File: src/psc_pkg.sv
// package: register map, field positions and carrier types of the port select slice
package psc_pkg;
    localparam logic [7:0] PSC_OFF_BC_ERR_COUNT = 8'h1b;
    localparam logic [7:0] PSC_OFF_PIN_STATUS = 8'h1c;
    localparam logic [7:0] PSC_OFF_OUTPUT_PORT_SELECT = 8'h1e;
    localparam logic [7:0] PSC_OFF_PIXEL_CLOCK_MEASURE = 8'h1f;
    localparam int PSC_BIT_NEAR_PORT_SELECT = 0;
    localparam int PSC_BIT_FAR_PORT_SELECT = 1;
    localparam int PSC_BIT_SECOND_ADDRESS_ENABLE = 2;
    localparam logic [7:0] PSC_RST_OUTPUT_PORT_SELECT = 8'h01;
    localparam logic [7:0] PSC_RST_PIXEL_CLOCK_MEASURE = 8'h00;
    localparam logic [7:0] PSC_COUNT_MAX = 8'hff;
    localparam logic [6:0] PSC_SECOND_ADDR_STEP = 7'h01;
    // register access request from the serial bus front end
    typedef struct packed {
        logic write;
        logic read;
        logic secondary;
        logic [7:0] addr;
        logic [7:0] wdata;
    } psc_req_t;
    // where a primary or secondary access lands
    typedef struct packed {
        logic writeNear;
        logic writeFar;
        logic writeShared;
        logic readFar;
    } psc_route_t;
    typedef enum logic [0:0] {
        PSC_IDLE = 1'b0,
        PSC_RUN = 1'b1
    } psc_meas_t;
endpackage

File: src/psc_edge_sync.sv
// three-stage synchroniser with agreement filter and rising edge pulse
`timescale 1ns/10ps
`default_nettype none
module psc_edge_sync (
    // clock and reset
    input wire logic mclk,
    input wire logic rst,
    // asynchronous level in, edge pulse out
    input wire logic async,
    output logic rise
);
    logic s1_q, s2_q, s3_q, stable_q;
    // s1 feeds only s2, to keep metastability out of the filter
    always_ff @(posedge mclk) begin
        if (rst) begin
            s1_q <= 1'b0;
            s2_q <= 1'b0;
            s3_q <= 1'b0;
        end else begin
            s1_q <= async;
            s2_q <= s1_q;
            s3_q <= s2_q;
        end
    end
    // a change counts only once stages two and three agree
    always_ff @(posedge mclk) begin
        if (rst) begin
            stable_q <= 1'b0;
        end else if (s2_q == s3_q) begin
            stable_q <= s3_q;
        end
    end
    assign rise = s2_q & s3_q & ~stable_q;
endmodule // psc_edge_sync
`default_nettype wire

File: src/psc_port_select.sv
// port select register, address routing and pixel clock measurement
//
// a primary access reaches the port set picked by the select register, or near and shared
// while the secondary address is enabled; a secondary access, once enabled, always reaches the far port and the shared set;
// the measure register counts pixel clock edges over a run of oscillator periods
// the reset value selects the near port, so primary accesses work out of reset
// the secondary compare wraps from the top address to zero within seven bits
// limitation: the first oscillator period of an interval is partial, so a count
// may fall short by up to one period's worth of edges
// both measurement clocks must stay high and low for two mclk cycles at least,
// or the three-stage synchronisers will miss edges
`timescale 1ns/10ps
`default_nettype none
module psc_port_select
    import psc_pkg::*;
(
    // clock and reset
    input wire logic mclk,
    input wire logic rst,
    // bus address compare from the serial front end
    input wire logic [6:0] ownBusAddress,
    input wire logic [6:0] rxAddr,
    output logic primaryHit,
    output logic secondaryHit,
    // register access
    input wire psc_req_t req,
    output logic [7:0] rdata_q,
    output logic rdValid_q,
    // routing to the rest of the bank
    output psc_route_t route,
    output logic secondAddressEnable,
    // per-port status sources
    input wire logic [7:0] nearBcErrCount,
    input wire logic [7:0] farBcErrCount,
    input wire logic [7:0] nearPinStatus,
    input wire logic [7:0] farPinStatus,
    // measurement clocks, both asynchronous to mclk
    input wire logic pixelClk,
    input wire logic oscClk,
    output logic measureBusy
);
    // register state
    logic [7:0] portSel_q; // bits 7:3 are reserved and stay zero
    logic [7:0] count_q; // edges seen in the current or the last interval
    logic [7:0] remain_q; // oscillator periods still to run
    psc_meas_t state_q;
    // synchronised rising edge pulses, one mclk wide
    logic pixRise;
    logic oscRise;
    // decoded select bits and the read side choice
    logic farSel;
    logic nearSel;
    logic selFar;
    // qualified strobes
    logic accessOpen;
    logic writeSel;
    logic writeMeasure;
    logic intervalEnd;
    logic countStep;
    // read mux output
    logic [7:0] readVal;

    // pixel clock edges, taken through three flip-flops into the mclk domain
    psc_edge_sync u_pix_sync (
        .mclk(mclk),
        .rst(rst),
        .async(pixelClk),
        .rise(pixRise)
    );
    // oscillator edges pace the interval; same filter, so both see equal latency
    psc_edge_sync u_osc_sync (
        .mclk(mclk),
        .rst(rst),
        .async(oscClk),
        .rise(oscRise)
    );

    // field decode of the select register
    assign secondAddressEnable = portSel_q[PSC_BIT_SECOND_ADDRESS_ENABLE];
    assign farSel = portSel_q[PSC_BIT_FAR_PORT_SELECT];
    assign nearSel = portSel_q[PSC_BIT_NEAR_PORT_SELECT];

    // address compare; the secondary address wraps within seven bits
    // the primary compare is unconditional; what a hit means is decided upstream
    assign primaryHit = (rxAddr == ownBusAddress);
    assign secondaryHit = secondAddressEnable
        && (rxAddr == 7'(ownBusAddress + PSC_SECOND_ADDR_STEP));

    // routing: secondary always lands on far, primary follows the selects unless overridden
    always_comb begin
        // nothing is written unless a branch below routes it
        route = '0;
        if (req.secondary) begin
            // secondary address: far port and shared set, selects play no part
            route.writeFar = req.write;
            route.writeShared = req.write;
            route.readFar = 1'b1;
        end else if (secondAddressEnable) begin
            // selects ignored while the secondary address is enabled: near and shared
            route.writeNear = req.write;
            route.writeShared = req.write;
            route.readFar = 1'b0;
        end else begin
            // primary address: follow the selects, far wins a read when both are set
            route.writeFar = req.write & farSel;
            route.writeNear = req.write & nearSel;
            route.writeShared = req.write & (farSel | nearSel);
            route.readFar = farSel;
        end
    end
    // status reads use the same far choice as the routed read
    assign selFar = route.readFar;

    // a primary write with no select bit set reaches no register set, not even shared
    assign accessOpen = req.secondary || secondAddressEnable || farSel || nearSel;
    // the select and measure registers are shared, so any routed write reaches them
    assign writeSel = req.write && accessOpen && req.addr == PSC_OFF_OUTPUT_PORT_SELECT;
    assign writeMeasure = req.write && accessOpen
        && req.addr == PSC_OFF_PIXEL_CLOCK_MEASURE;

    // port select register, reserved bits stay zero
    // a new enable bit takes effect from the next access, never the current one
    always_ff @(posedge mclk) begin
        if (rst) begin
            portSel_q <= PSC_RST_OUTPUT_PORT_SELECT;
        end else if (writeSel) begin
            portSel_q <= {5'h00, req.wdata[2:0]};
        end
    end

    // the interval ends on the oscillator edge that uses up its last period
    assign intervalEnd = (state_q == PSC_RUN) && oscRise && (remain_q == 8'h01);

    // measurement state: a write arms the interval, a zero interval ends at once
    always_ff @(posedge mclk) begin
        if (rst) begin
            state_q <= PSC_IDLE;
        end else if (writeMeasure) begin
            state_q <= (req.wdata == 8'h00) ? PSC_IDLE : PSC_RUN;
        end else begin
            unique case (state_q)
                PSC_IDLE: begin
                    state_q <= PSC_IDLE;
                end
                PSC_RUN: begin
                    if (intervalEnd) begin
                        state_q <= PSC_IDLE;
                    end
                end
            endcase
        end
    end
    assign measureBusy = (state_q == PSC_RUN);

    // periods left to run; a write during a run restarts from the new value
    always_ff @(posedge mclk) begin
        if (rst) begin
            remain_q <= PSC_RST_PIXEL_CLOCK_MEASURE;
        end else if (writeMeasure) begin
            remain_q <= req.wdata;
        end else if (state_q == PSC_RUN && oscRise) begin
            remain_q <= remain_q - 8'h01;
        end
    end

    // an edge counts only inside a running interval and below the ceiling
    assign countStep = (state_q == PSC_RUN) && pixRise && (count_q != PSC_COUNT_MAX);

    // edge counter; a write restarts from zero, saturation avoids a wrapped low reading
    // the count is cleared by a write, never by a read, so it can be read again
    always_ff @(posedge mclk) begin
        if (rst) begin
            count_q <= PSC_RST_PIXEL_CLOCK_MEASURE;
        end else if (writeMeasure) begin
            count_q <= 8'h00;
        end else if (countStep) begin
            count_q <= count_q + 8'h01;
        end
    end

    // read mux; unmapped offsets read zero so a stray read cannot leak state
    always_comb begin
        unique case (req.addr)
            PSC_OFF_OUTPUT_PORT_SELECT: readVal = portSel_q;
            PSC_OFF_PIXEL_CLOCK_MEASURE: readVal = count_q;
            // per-port status follows the far choice of the routed read
            PSC_OFF_BC_ERR_COUNT: readVal = selFar ? farBcErrCount : nearBcErrCount;
            PSC_OFF_PIN_STATUS: readVal = selFar ? farPinStatus : nearPinStatus;
            default: readVal = 8'h00;
        endcase
    end

    // registered read answer, one cycle after the request
    // rdata_q holds until the next read, so a slow host may still sample it late
    always_ff @(posedge mclk) begin
        if (rst) begin
            rdata_q <= 8'h00;
            rdValid_q <= 1'b0;
        end else begin
            rdValid_q <= req.read;
            if (req.read) begin
                rdata_q <= readVal;
            end
        end
    end
endmodule // psc_port_select
`default_nettype wire

File: config.mk
export PLATFORM = sky130hd
export DESIGN_NAME = psc_port_select
export DESIGN_NICKNAME = d
export VERILOG_FILES = /design/src/psc_pkg.sv /design/src/psc_edge_sync.sv /design/src/psc_port_select.sv
export SDC_FILE = /design/constraint.sdc
export NUM_CORES = 1
export LEC_CHECK = 0
export ABC_AREA = 0
export BUFFER_PORTS_ARGS = -buffer_cell sky130_fd_sc_hd__buf_2
export CORE_UTILIZATION = 40
export CTS_BUF_LIST = sky130_fd_sc_hd__clkbuf_4 sky130_fd_sc_hd__clkbuf_8
export DETAILED_ROUTE_END_ITERATION = 16
export GPL_ROUTABILITY_DRIVEN = 0
export HOLD_SLACK_MARGIN = 0.02
export PLACE_DENSITY_LB_ADDON = 0.3
export SYNTH_ARGS = -nofsm -noshare
export SYNTH_HDL_FRONTEND = slang
export SYNTH_SLANG_ARGS = --single-unit
File: constraint.sdc
create_clock -name mclk -period 1.95 [get_ports mclk]
set_clock_uncertainty 0.1 [all_clocks]
set_input_delay 0.0975 -clock mclk [delete_from_list [all_inputs] [get_ports mclk]]
set_output_delay 0.0975 -clock mclk [all_outputs]
set_load 0.01 [all_outputs]
==> impl_metrics.env, run 1 <==
export IMPL_outcome="finished, final reports clean"
export IMPL_crit_family="simple AND/OR/NAND/NOR gates"
export IMPL_io_buffers=85
export IMPL_die_w_um=77.3
export IMPL_die_y_um=77.3
export IMPL_setup_viol=0
export IMPL_top_usage_layer="met2"
export IMPL_slew_headroom=0.705
export IMPL_routed_wl_um=5130
export IMPL_hold_path_class="primary input to register"
export IMPL_num_rows=27
export IMPL_crit_arrival_ns=1.77
export IMPL_drive_gt1_frac=0.363
export IMPL_crit_slowest_cell="dfxtp_1"
export IMPL_fin_area_mm2=0.00296
export IMPL_synthToLayoutAreaGrowth_pct=30.5
export IMPL_cts_setup_buffers=0
export IMPL_period_needed_ns=1.71
export IMPL_yosysSeqAreaShare=0.326
export IMPL_syn_area_per_cell_um2=8.87
export IMPL_vias_per_cell=4.94
export IMPL_dp_slack_ns=0.145
export IMPL_clock_latency_ns=0.29
export IMPL_fill_cells=534
export IMPL_fin_crit_sh=0.878
export IMPL_yosys_area_top_type_share=0.326
export IMPL_layout_cells_non_filler=425
export IMPL_grt_pass1_vias=1877
export IMPL_worstMarginPinSlew_ns=0.439
export IMPL_max_stage_delay_ns=0.41
export IMPL_drc=0
export IMPL_grt_max_degree=18
export IMPL_placed_cell_area_mm2=0.00281
export IMPL_synth_edf_count=0
export IMPL_syn_area_mm2=0.00227
export IMPL_synth_top_area_cell="dfxtp_1"
export IMPL_grt_util_met1=0.229
export IMPL_crit_fanout=13
export IMPL_drv_cap=0
export IMPL_path_cells="nand2b_1 > and2_1 > buf_12 > mux2_2 > nand2_1 > a311oi_2"
export IMPL_ys_flop_type="dfxtp_1"
export IMPL_setup_tns_ns=0
export IMPL_coreArea_mm2=0.00547
export IMPL_p_per_area_mw_per_mm2=540
export IMPL_drtPass1Iterations=4
export IMPL_synthTopCellsByCount="nor2_1, dfxtp_1, xnor2_1"
export IMPL_drv_slew=0
export IMPL_cp_startpoint="portSel_q[2]"
export IMPL_htree_levels=2
export IMPL_p_leak_nw=1.26
export IMPL_synthTopCellsByArea="dfxtp_1, xnor2_1, nor2_1"
export IMPL_setup_ws_ns=0.239
export IMPL_post_route_util=0.541
export IMPL_critPathLaunchType="register"
export IMPL_vdd_drop_max_v=0.000282
export IMPL_finish_net_count=428
export IMPL_fmax_ghz=0.584
export IMPL_cts_root_buf="clkbuf_8"
export IMPL_place_inst=412
export IMPL_ff_latch_area_um2=741
export IMPL_synth_fp_nets=331
export IMPL_p_total_mw=1.60
export IMPL_vias=2101
export IMPL_async_flop_share=0
export IMPL_timing_rr_start="portSel_q[2]"
export IMPL_boundaryPins=86
export IMPL_critical_path_required_ns=2.00
export IMPL_cp_end_kind="register"
export IMPL_grt_usage=0.176
export IMPL_hold_viol_final=0
export IMPL_timing_hold_ws_ns=0.0329
export IMPL_cts_buffers=5
export IMPL_floorplan_initialDensity=0.415
export IMPL_antenna_found_initial=0
export IMPL_clock_path_buffers=2
export IMPL_hpwl_um=4110
export IMPL_drtAntennaViolNets=0
export IMPL_drt_iter0_markers=79
export IMPL_cp_num_buf_inv=1
export IMPL_cts_sinks=37
export IMPL_hp_start="req[4]"
export IMPL_critPathKind="register to register"
export IMPL_dieArea_mm2=0.00598
export IMPL_syn_inst=256
export IMPL_clk_pin_slew_ns=0.07
export IMPL_multi_input_area_mm2=0.00144
export IMPL_antennaDiodeCount=0
export IMPL_wl_per_cell_um=12.1
export IMPL_cts_tree="done"
export IMPL_grt_pass1_wl_um=8470
export IMPL_synth_most_common_cell="nor2_1"
export IMPL_synth_warnings=0
export IMPL_yosys_cell_types_count=52
export IMPL_grtUsageMet2=0.291
export IMPL_rsz0062_at_grt="no"
export IMPL_ys_ff_latch=37
export IMPL_gr_usage_met3=0.0321
export IMPL_grt_overflow=0
state kept, by name, indices dropped and copies added (netlist names):
| register | flops |
|---|---|
| count_q | 8 |
| rdata_q | 8 |
| remain_q | 8 |
| portSel_q | 3 |
| measureBusy | 1 |
| rdValid_q | 1 |
| u_osc_sync.s1_q | 1 |
| u_osc_sync.s2_q | 1 |
| u_osc_sync.s3_q | 1 |
| u_osc_sync.stable_q | 1 |
| u_pix_sync.s1_q | 1 |
| u_pix_sync.s2_q | 1 |
| u_pix_sync.s3_q | 1 |
| u_pix_sync.stable_q | 1 |
metal layers:
metal / wire, µm / share of wire
met5: 0 / 0
met3: 266 / 0.052
met1: 2350 / 0.46
met2: 2450 / 0.48
met4: 61 / 0.012
where the power goes:
part | total, mW | internal, mW | switching (mW)
clock | 0.553 | 0.294 | 0.259
combinational | 0.269 | 0.138 | 0.131
sequential | 0.778 | 0.771 | 0.00692
total | 1.60 | 1.20 | 0.397
placed cells by master, fill, tap and decap left out, drive strengths merged, types with 6 or more instances in the layout:
cell         synthesis  routed
inv                 10      10
xnor2               18      18
nand3                8       8
ha                   6       6
a311oi               7       7
mux2i               13      13
dfxtp               37      37
nor4                 7       7
nand2               17      17
buf                  5      94
nor2                40      40
nor2b                8       8
a21o                 6       6
o21ai               12      12
clkbuf               5       7
xor2                 8       8
a211oi               8       8
dlygate4sd3          0       6
logic make-up after synthesis:
| logic type | synth area share |
|---|---|
| AOI/OAI and AO/OA | 0.193 |
| buffers and inverters | 0.0402 |
| adders and majority gates | 0.0331 |
| xor gates and xnor gates | 0.100 |
| DFF | 0.326 |
| and+or+nand+nor | 0.225 |
| muxes | 0.0821 |
worst reg2reg max path, cell delays in order, from the launching register on:
cell and delay [ns]:
dfxtp_1 0.41, nand2b_1 0.16, and2_1 0.21, buf_12 0.17, mux2_2 0.35, nand2_1 0.09, a311oi_2 0.09
area by class of cell:
class                      count  area share
tap                           72      0.0304
multi-input combinational    199       0.485
timing repair buffer         100       0.191
sequential                    37       0.250
inverter                      10      0.0127
clock buffer                   7      0.0304
path summary, 6_finish.rpt:
check	end	slack, ns	depth (start not counted)
hold reg to reg	u_pix_sync.s2_q	0.34	1
hold / removal	remain_q[4]	0.03	3
setup / recovery	rdata_q[6]	0.24	6
setup reg to reg	rdata_q[6]	0.24	6
what timing repair did:
action                    4_1_cts  5_1_grt
hold endpoints to repair        8        0
hold buffers                    6        0
resized for setup               0        0
Power figures use the tool's default switching activity.
==> run 2: changes to the inputs <==
PLACE_DENSITY = 0.67   (was default)
PLACE_DENSITY_LB_ADDON = default   (was 0.3)
==> run 2 against run 1 <==
  * Utilization is the same
  * Largest cell class unchanged
  * Via count rose by 2.0%
  * Critical path type unchanged
  * Routed wire length grew 1.8%
  * Combinational power down 3%
==> impl_metrics.env, run 2 (synthesis results as in run 1) <==
export IMPL_drv_slew=0
export IMPL_cts_buffers=5
export IMPL_path_cells="nand2b_1 > and2_1 > buf_4 > mux2_2 > nand2_1 > a311oi_2"
export IMPL_grt_pass1_wl_um=8770
export IMPL_grt_usage=0.181
export IMPL_clkPwrFrac=0.402
export IMPL_crit_arrival_ns=1.78
export IMPL_placed_cell_area_mm2=0.00279
export IMPL_hold_viol_final=0
export IMPL_die_y_um=77.3
export IMPL_setup_viol=0
export IMPL_cts_setup_buffers=0
export IMPL_place_inst=411
export IMPL_antenna_found_initial=0
export IMPL_fin_crit_sh=0.889
export IMPL_htree_levels=2
export IMPL_hold_path_class="primary input to register"
export IMPL_max_stage_delay_ns=0.41
export IMPL_hold_buffers=5
export IMPL_p_int_mw=1.33
export IMPL_p_leak_nw=1.26
export IMPL_clock_path_buffers=2
export IMPL_outcome="finished, final reports clean"
export IMPL_critPathKind="register to register"
export IMPL_critPathLaunchType="register"
export IMPL_rsz0062_at_grt="no"
export IMPL_finish_net_count=426
export IMPL_drive_gt1_frac=0.364
export IMPL_cts_sinks=37
export IMPL_netSwitchingFraction=0.233
export IMPL_cp_startpoint="portSel_q[2]"
export IMPL_io_buffers=85
export IMPL_critical_path_required_ns=2.00
export IMPL_dieArea_mm2=0.00598
export IMPL_drtAntennaViolNets=0
export IMPL_cts_root_buf="clkbuf_8"
export IMPL_timing_hold_ws_ns=0.0347
export IMPL_crit_fanout=14
export IMPL_drt_iter0_markers=116
export IMPL_grt_overflow=0
export IMPL_hp_start="req[4]"
export IMPL_fmax_ghz=0.577
export IMPL_setup_tns_ns=0
export IMPL_coreArea_mm2=0.00547
export IMPL_power_frac_seq=0.447
export IMPL_drv_cap=0
export IMPL_p_comb_frac=0.151
export IMPL_routed_wl_um=5220
export IMPL_grt_pass1_vias=2024
export IMPL_num_rows=27
export IMPL_reg_largest_list="count_q (8), rdata_q (8), remain_q (8)"
export IMPL_clk_pin_slew_ns=0.07
export IMPL_drtPass1Iterations=4
export IMPL_cts_resized=0
export IMPL_netSwitchingPower_uw=405
export IMPL_timing_rr_start="portSel_q[2]"
export IMPL_final_common_cell="buf_2"
export IMPL_clock_latency_ns=0.29
export IMPL_final_cell_mix="buf_2, nor2_1, dfxtp_1, xnor2_1, nand2_1"
export IMPL_worstMarginPinSlew_ns=0.412
export IMPL_hpwl_um=4120
export IMPL_synthToLayoutAreaGrowth_pct=30.5
export IMPL_cp_end_kind="register"
export IMPL_crit_slowest_cell="dfxtp_1"
export IMPL_vdd_drop_max_v=0.000253
export IMPL_drc=0
export IMPL_vias=2143
export IMPL_p_per_area_mw_per_mm2=587
export IMPL_grt_max_degree=18
export IMPL_antennaDiodeCount=0
export IMPL_slew_headroom=0.723
export IMPL_period_needed_ns=1.73
export IMPL_fin_area_mm2=0.00296
export IMPL_post_route_util=0.541
export IMPL_boundaryPins=86
export IMPL_layout_cells_non_filler=424
export IMPL_vias_per_cell=5.05
export IMPL_wl_per_cell_um=12.3
export IMPL_cts_tree="done"
export IMPL_floorplan_initialDensity=0.415
export IMPL_die_w_um=77.3
run 2: cell count changes in the layout (fill, tap and decap cells not counted), sizes merged:
| cell | previous run | this run |
|---|---|---|
| buf | 94 | 93 |
| dlygate4sd3 | 6 | 5 |
| bufinv | 0 | 1 |
run 2: critical path: cells and delay by family (launching register included):
kind | cells | cell delay [ns]
simple gates | 3 | 0.40
mux | 1 | 0.36
compound gates | 1 | 0.09
buf+inv | 1 | 0.24
flops | 1 | 0.41
run 2: path summary, 6_finish.rpt:
path	to	slack, ns	cells after the start
worst min register to register	u_pix_sync.s2_q	0.34	1
worst min-delay path	remain_q[4]	0.03	3
worst max-delay path	rdata_q[6]	0.22	6
worst max register to register	rdata_q[6]	0.22	6
run 2: final cells by class:
class / instances / area [µm²]
well taps: 72 / 90.1
clock inverters: 1 / 30.0
clock buffers: 7 / 90.1
multi-input cells: 199 / 1440
flip-flops and latches: 37 / 741
fillers: 541 / 2510
repair buffers: 98 / 536
inverters: 10 / 37.5
run 2: power by group through the flow:
| stage | Sequential, mW | Combinational [mW] | Clock [mW] |
|---|---|---|---|
| 2_1_floorplan | 0.799 | 0.134 | 0 |
| 3_3_place_gp | 0.794 | 0.251 | 0 |
| 3_5_place_dp | 0.795 | 0.255 | 0 |
| 4_1_cts | 0.777 | 0.264 | 0.717 |
| 5_1_grt | 0.779 | 0.289 | 0.754 |
| 6_report | 0.778 | 0.262 | 0.699 |
run 2: metal layers:
metal	up-vias	GRT usage	wire, µm
met5	-	0	0
li1	1100	-	-
met2	58	0.298	2470
met4	0	0.0660	74
met1	978	0.234	2400
met3	7	0.0333	272
run 2: per-stage QoR:
step / total power [mW] / setup WS (ns)
after floorplan: 0.933 / 0.212
after global placement: 1.05 / 0.161
after detailed placement: 1.05 / 0.146
after CTS: 1.76 / 0.207
after global routing: 1.82 / 0.0793
final: 1.74 / 0.216
==> run 3: changes to the inputs <==
CORE_UTILIZATION = 45   (was 40)
PLACE_DENSITY = 0.74   (was 0.67)
==> run 3 against run 2 <==
  * Design area is 0.25% higher
  * Count of clock-buffer cells in the layout is 2 lower
  * Routed wire length is 1.3% higher
  * Clock power is 12% higher
  * First-iteration DRC count is 51% lower
  * Die area is 11% lower
  * Sequential power hardly changed
  * Worst hold slack better by 0.0046 ns
  * Power is 4.7% higher
  * Register-to-register slack better by 0.03 ns
  * Non-clock buffer count stayed put
  * Worst setup slack better by 0.028 ns
  * Highest routed layer unchanged
==> impl_metrics.env, run 3 (synthesis results as in run 1) <==
export IMPL_outcome="finished, final reports clean"
export IMPL_clk_pin_slew_ns=0.08
export IMPL_clock_path_buffers=2
export IMPL_hold_depth=3
export IMPL_grt_pass1_vias=1931
export IMPL_power_frac_seq=0.427
export IMPL_setup_tns_ns=0
export IMPL_cp_end_kind="register"
export IMPL_hold_viol_final=0
export IMPL_synthToLayoutAreaGrowth_pct=30.8
export IMPL_vias_per_cell=5.12
export IMPL_antenna_found_initial=0
export IMPL_drtAntennaViolNets=0
export IMPL_hpwl_um=4170
export IMPL_p_int_mw=1.41
export IMPL_worstMarginPinSlew_ns=0.459
export IMPL_fmax_ghz=0.586
export IMPL_p_comb_frac=0.144
export IMPL_num_rows=25
export IMPL_die_y_um=73.0
export IMPL_critical_path_required_ns=2.01
export IMPL_grt_pass1_wl_um=8510
export IMPL_drc=0
export IMPL_drv_cap=0
export IMPL_cts_sinks=37
export IMPL_drtPass1Iterations=6
export IMPL_die_w_um=73.0
export IMPL_clkPwrFrac=0.429
export IMPL_timing_hold_ws_ns=0.0393
export IMPL_netSwitchingPower_uw=409
export IMPL_finish_net_count=426
export IMPL_p_total_mw=1.82
export IMPL_cts_tree="done"
export IMPL_cts_root_buf="clkbuf_8"
export IMPL_final_cell_mix="buf_2, nor2_1, dfxtp_1, xnor2_1, nand2_1"
export IMPL_p_leak_nw=1.26
export IMPL_clock_latency_ns=0.29
export IMPL_dieArea_mm2=0.00533
export IMPL_grt_overflow=0
export IMPL_r2r_slack_ns=0.24
export IMPL_cts_buffers=5
export IMPL_fin_crit_sh=0.875
export IMPL_slew_headroom=0.691
export IMPL_htree_levels=2
export IMPL_ff2ff_path_depth=6
export IMPL_grt_usage=0.207
export IMPL_routed_wl_um=5280
export IMPL_grt_max_degree=20
export IMPL_crit_arrival_ns=1.77
export IMPL_boundaryPins=86
export IMPL_reg_largest_list="count_q (8), rdata_q (8), remain_q (8)"
export IMPL_period_needed_ns=1.71
export IMPL_hp_start="req[5]"
export IMPL_rsz0062_at_grt="no"
export IMPL_timing_rr_start="portSel_q[2]"
export IMPL_drv_slew=0
export IMPL_antennaDiodeCount=0
export IMPL_hold_path_end="remain_q[5]"
export IMPL_vdd_drop_max_v=0.000460
export IMPL_coreArea_mm2=0.00479
export IMPL_critPathKind="register to register"
export IMPL_critPathLaunchType="register"
export IMPL_netSwitchingFraction=0.225
export IMPL_crit_fanout=14
export IMPL_r2r_end="rdata_q[5]"
export IMPL_drive_gt1_frac=0.364
export IMPL_p_per_area_mw_per_mm2=613
export IMPL_vias=2145
export IMPL_final_common_cell="buf_2"
export IMPL_drt_iter0_markers=57
export IMPL_floorplan_initialDensity=0.474
export IMPL_wl_per_cell_um=12.6
export IMPL_hold_path_class="primary input to register"
export IMPL_io_buffers=85
export IMPL_setup_viol=0
## run 3: how the worst max path moves through the flow
| stage | endpoint | startpoint | depth (start not counted) | slack [ns] |
|---|---|---|---|---|
| 2_1_floorplan | rdata_q[2] | portSel_q[2] | 7 | 0.21 |
| 3_3_place_gp | portSel_q[0] | req[13] | 5 | 0.17 |
| 3_5_place_dp | rdata_q[7] | req[13] | 7 | 0.13 |
| 4_1_cts | rdata_q[7] | portSel_q[2] | 6 | 0.24 |
| 5_1_grt | rdata_q[5] | portSel_q[2] | 6 | 0.12 |
| 6_report | rdata_q[5] | portSel_q[2] | 6 | 0.24 |
## run 3: routing by layer
metal / GRT usage / up-vias / share of wire
met4: 0.0479 / 0 / 0.013
met3: 0.0470 / 6 / 0.047
met5: 0 / - / 0
li1: - / 1103 / -
met1: 0.268 / 979 / 0.46
met2: 0.350 / 57 / 0.48
## run 3: timing repair
item | 4_1_cts | 5_1_grt
setup buffers | 0 | 0
gates resized for setup | 0 | 0
hold buffers | 5 | 0
endpoints found under the hold margin | 6 | 0
## run 3: final cells by class
| class | instances | area (µm²) |
|---|---|---|
| inverters | 10 | 37.5 |
| repair buffers | 98 | 536 |
| well taps | 67 | 83.8 |
| clock inverters | 3 | 65.1 |
| multi-input cells | 199 | 1440 |
| flip-flops and latches | 37 | 741 |
| fillers | 425 | 1820 |
| clock buffers | 5 | 68.8 |
## run 3: power groups by stage
stage	combinational (mW)	clock (mW)	sequential (mW)
floorplan	0.134	0	0.799
global placement	0.251	0	0.795
detailed placement	0.254	0	0.795
CTS	0.263	0.795	0.778
global route	0.289	0.833	0.779
finish	0.262	0.781	0.778
## run 3: through the flow
stage	worst slack (ns)	instance area, µm²	cells	utilization
2_1_floorplan	0.212	2270	256	-
3_3_place_gp	0.173	2790	406	0.582
3_5_place_dp	0.130	2790	406	0.582
4_1_cts	0.243	2970	419	0.620
5_1_grt	0.124	2970	419	0.620
6_report	0.245	2970	419	0.620
## run 3: worst max-delay path, stage by stage, from the launching register on
cell      delay [ns]
dfxtp_1         0.41
nand2b_1        0.15
and2_1          0.15
buf_4           0.23
mux2_2          0.37
nand2_1         0.09
a311oi_2        0.09
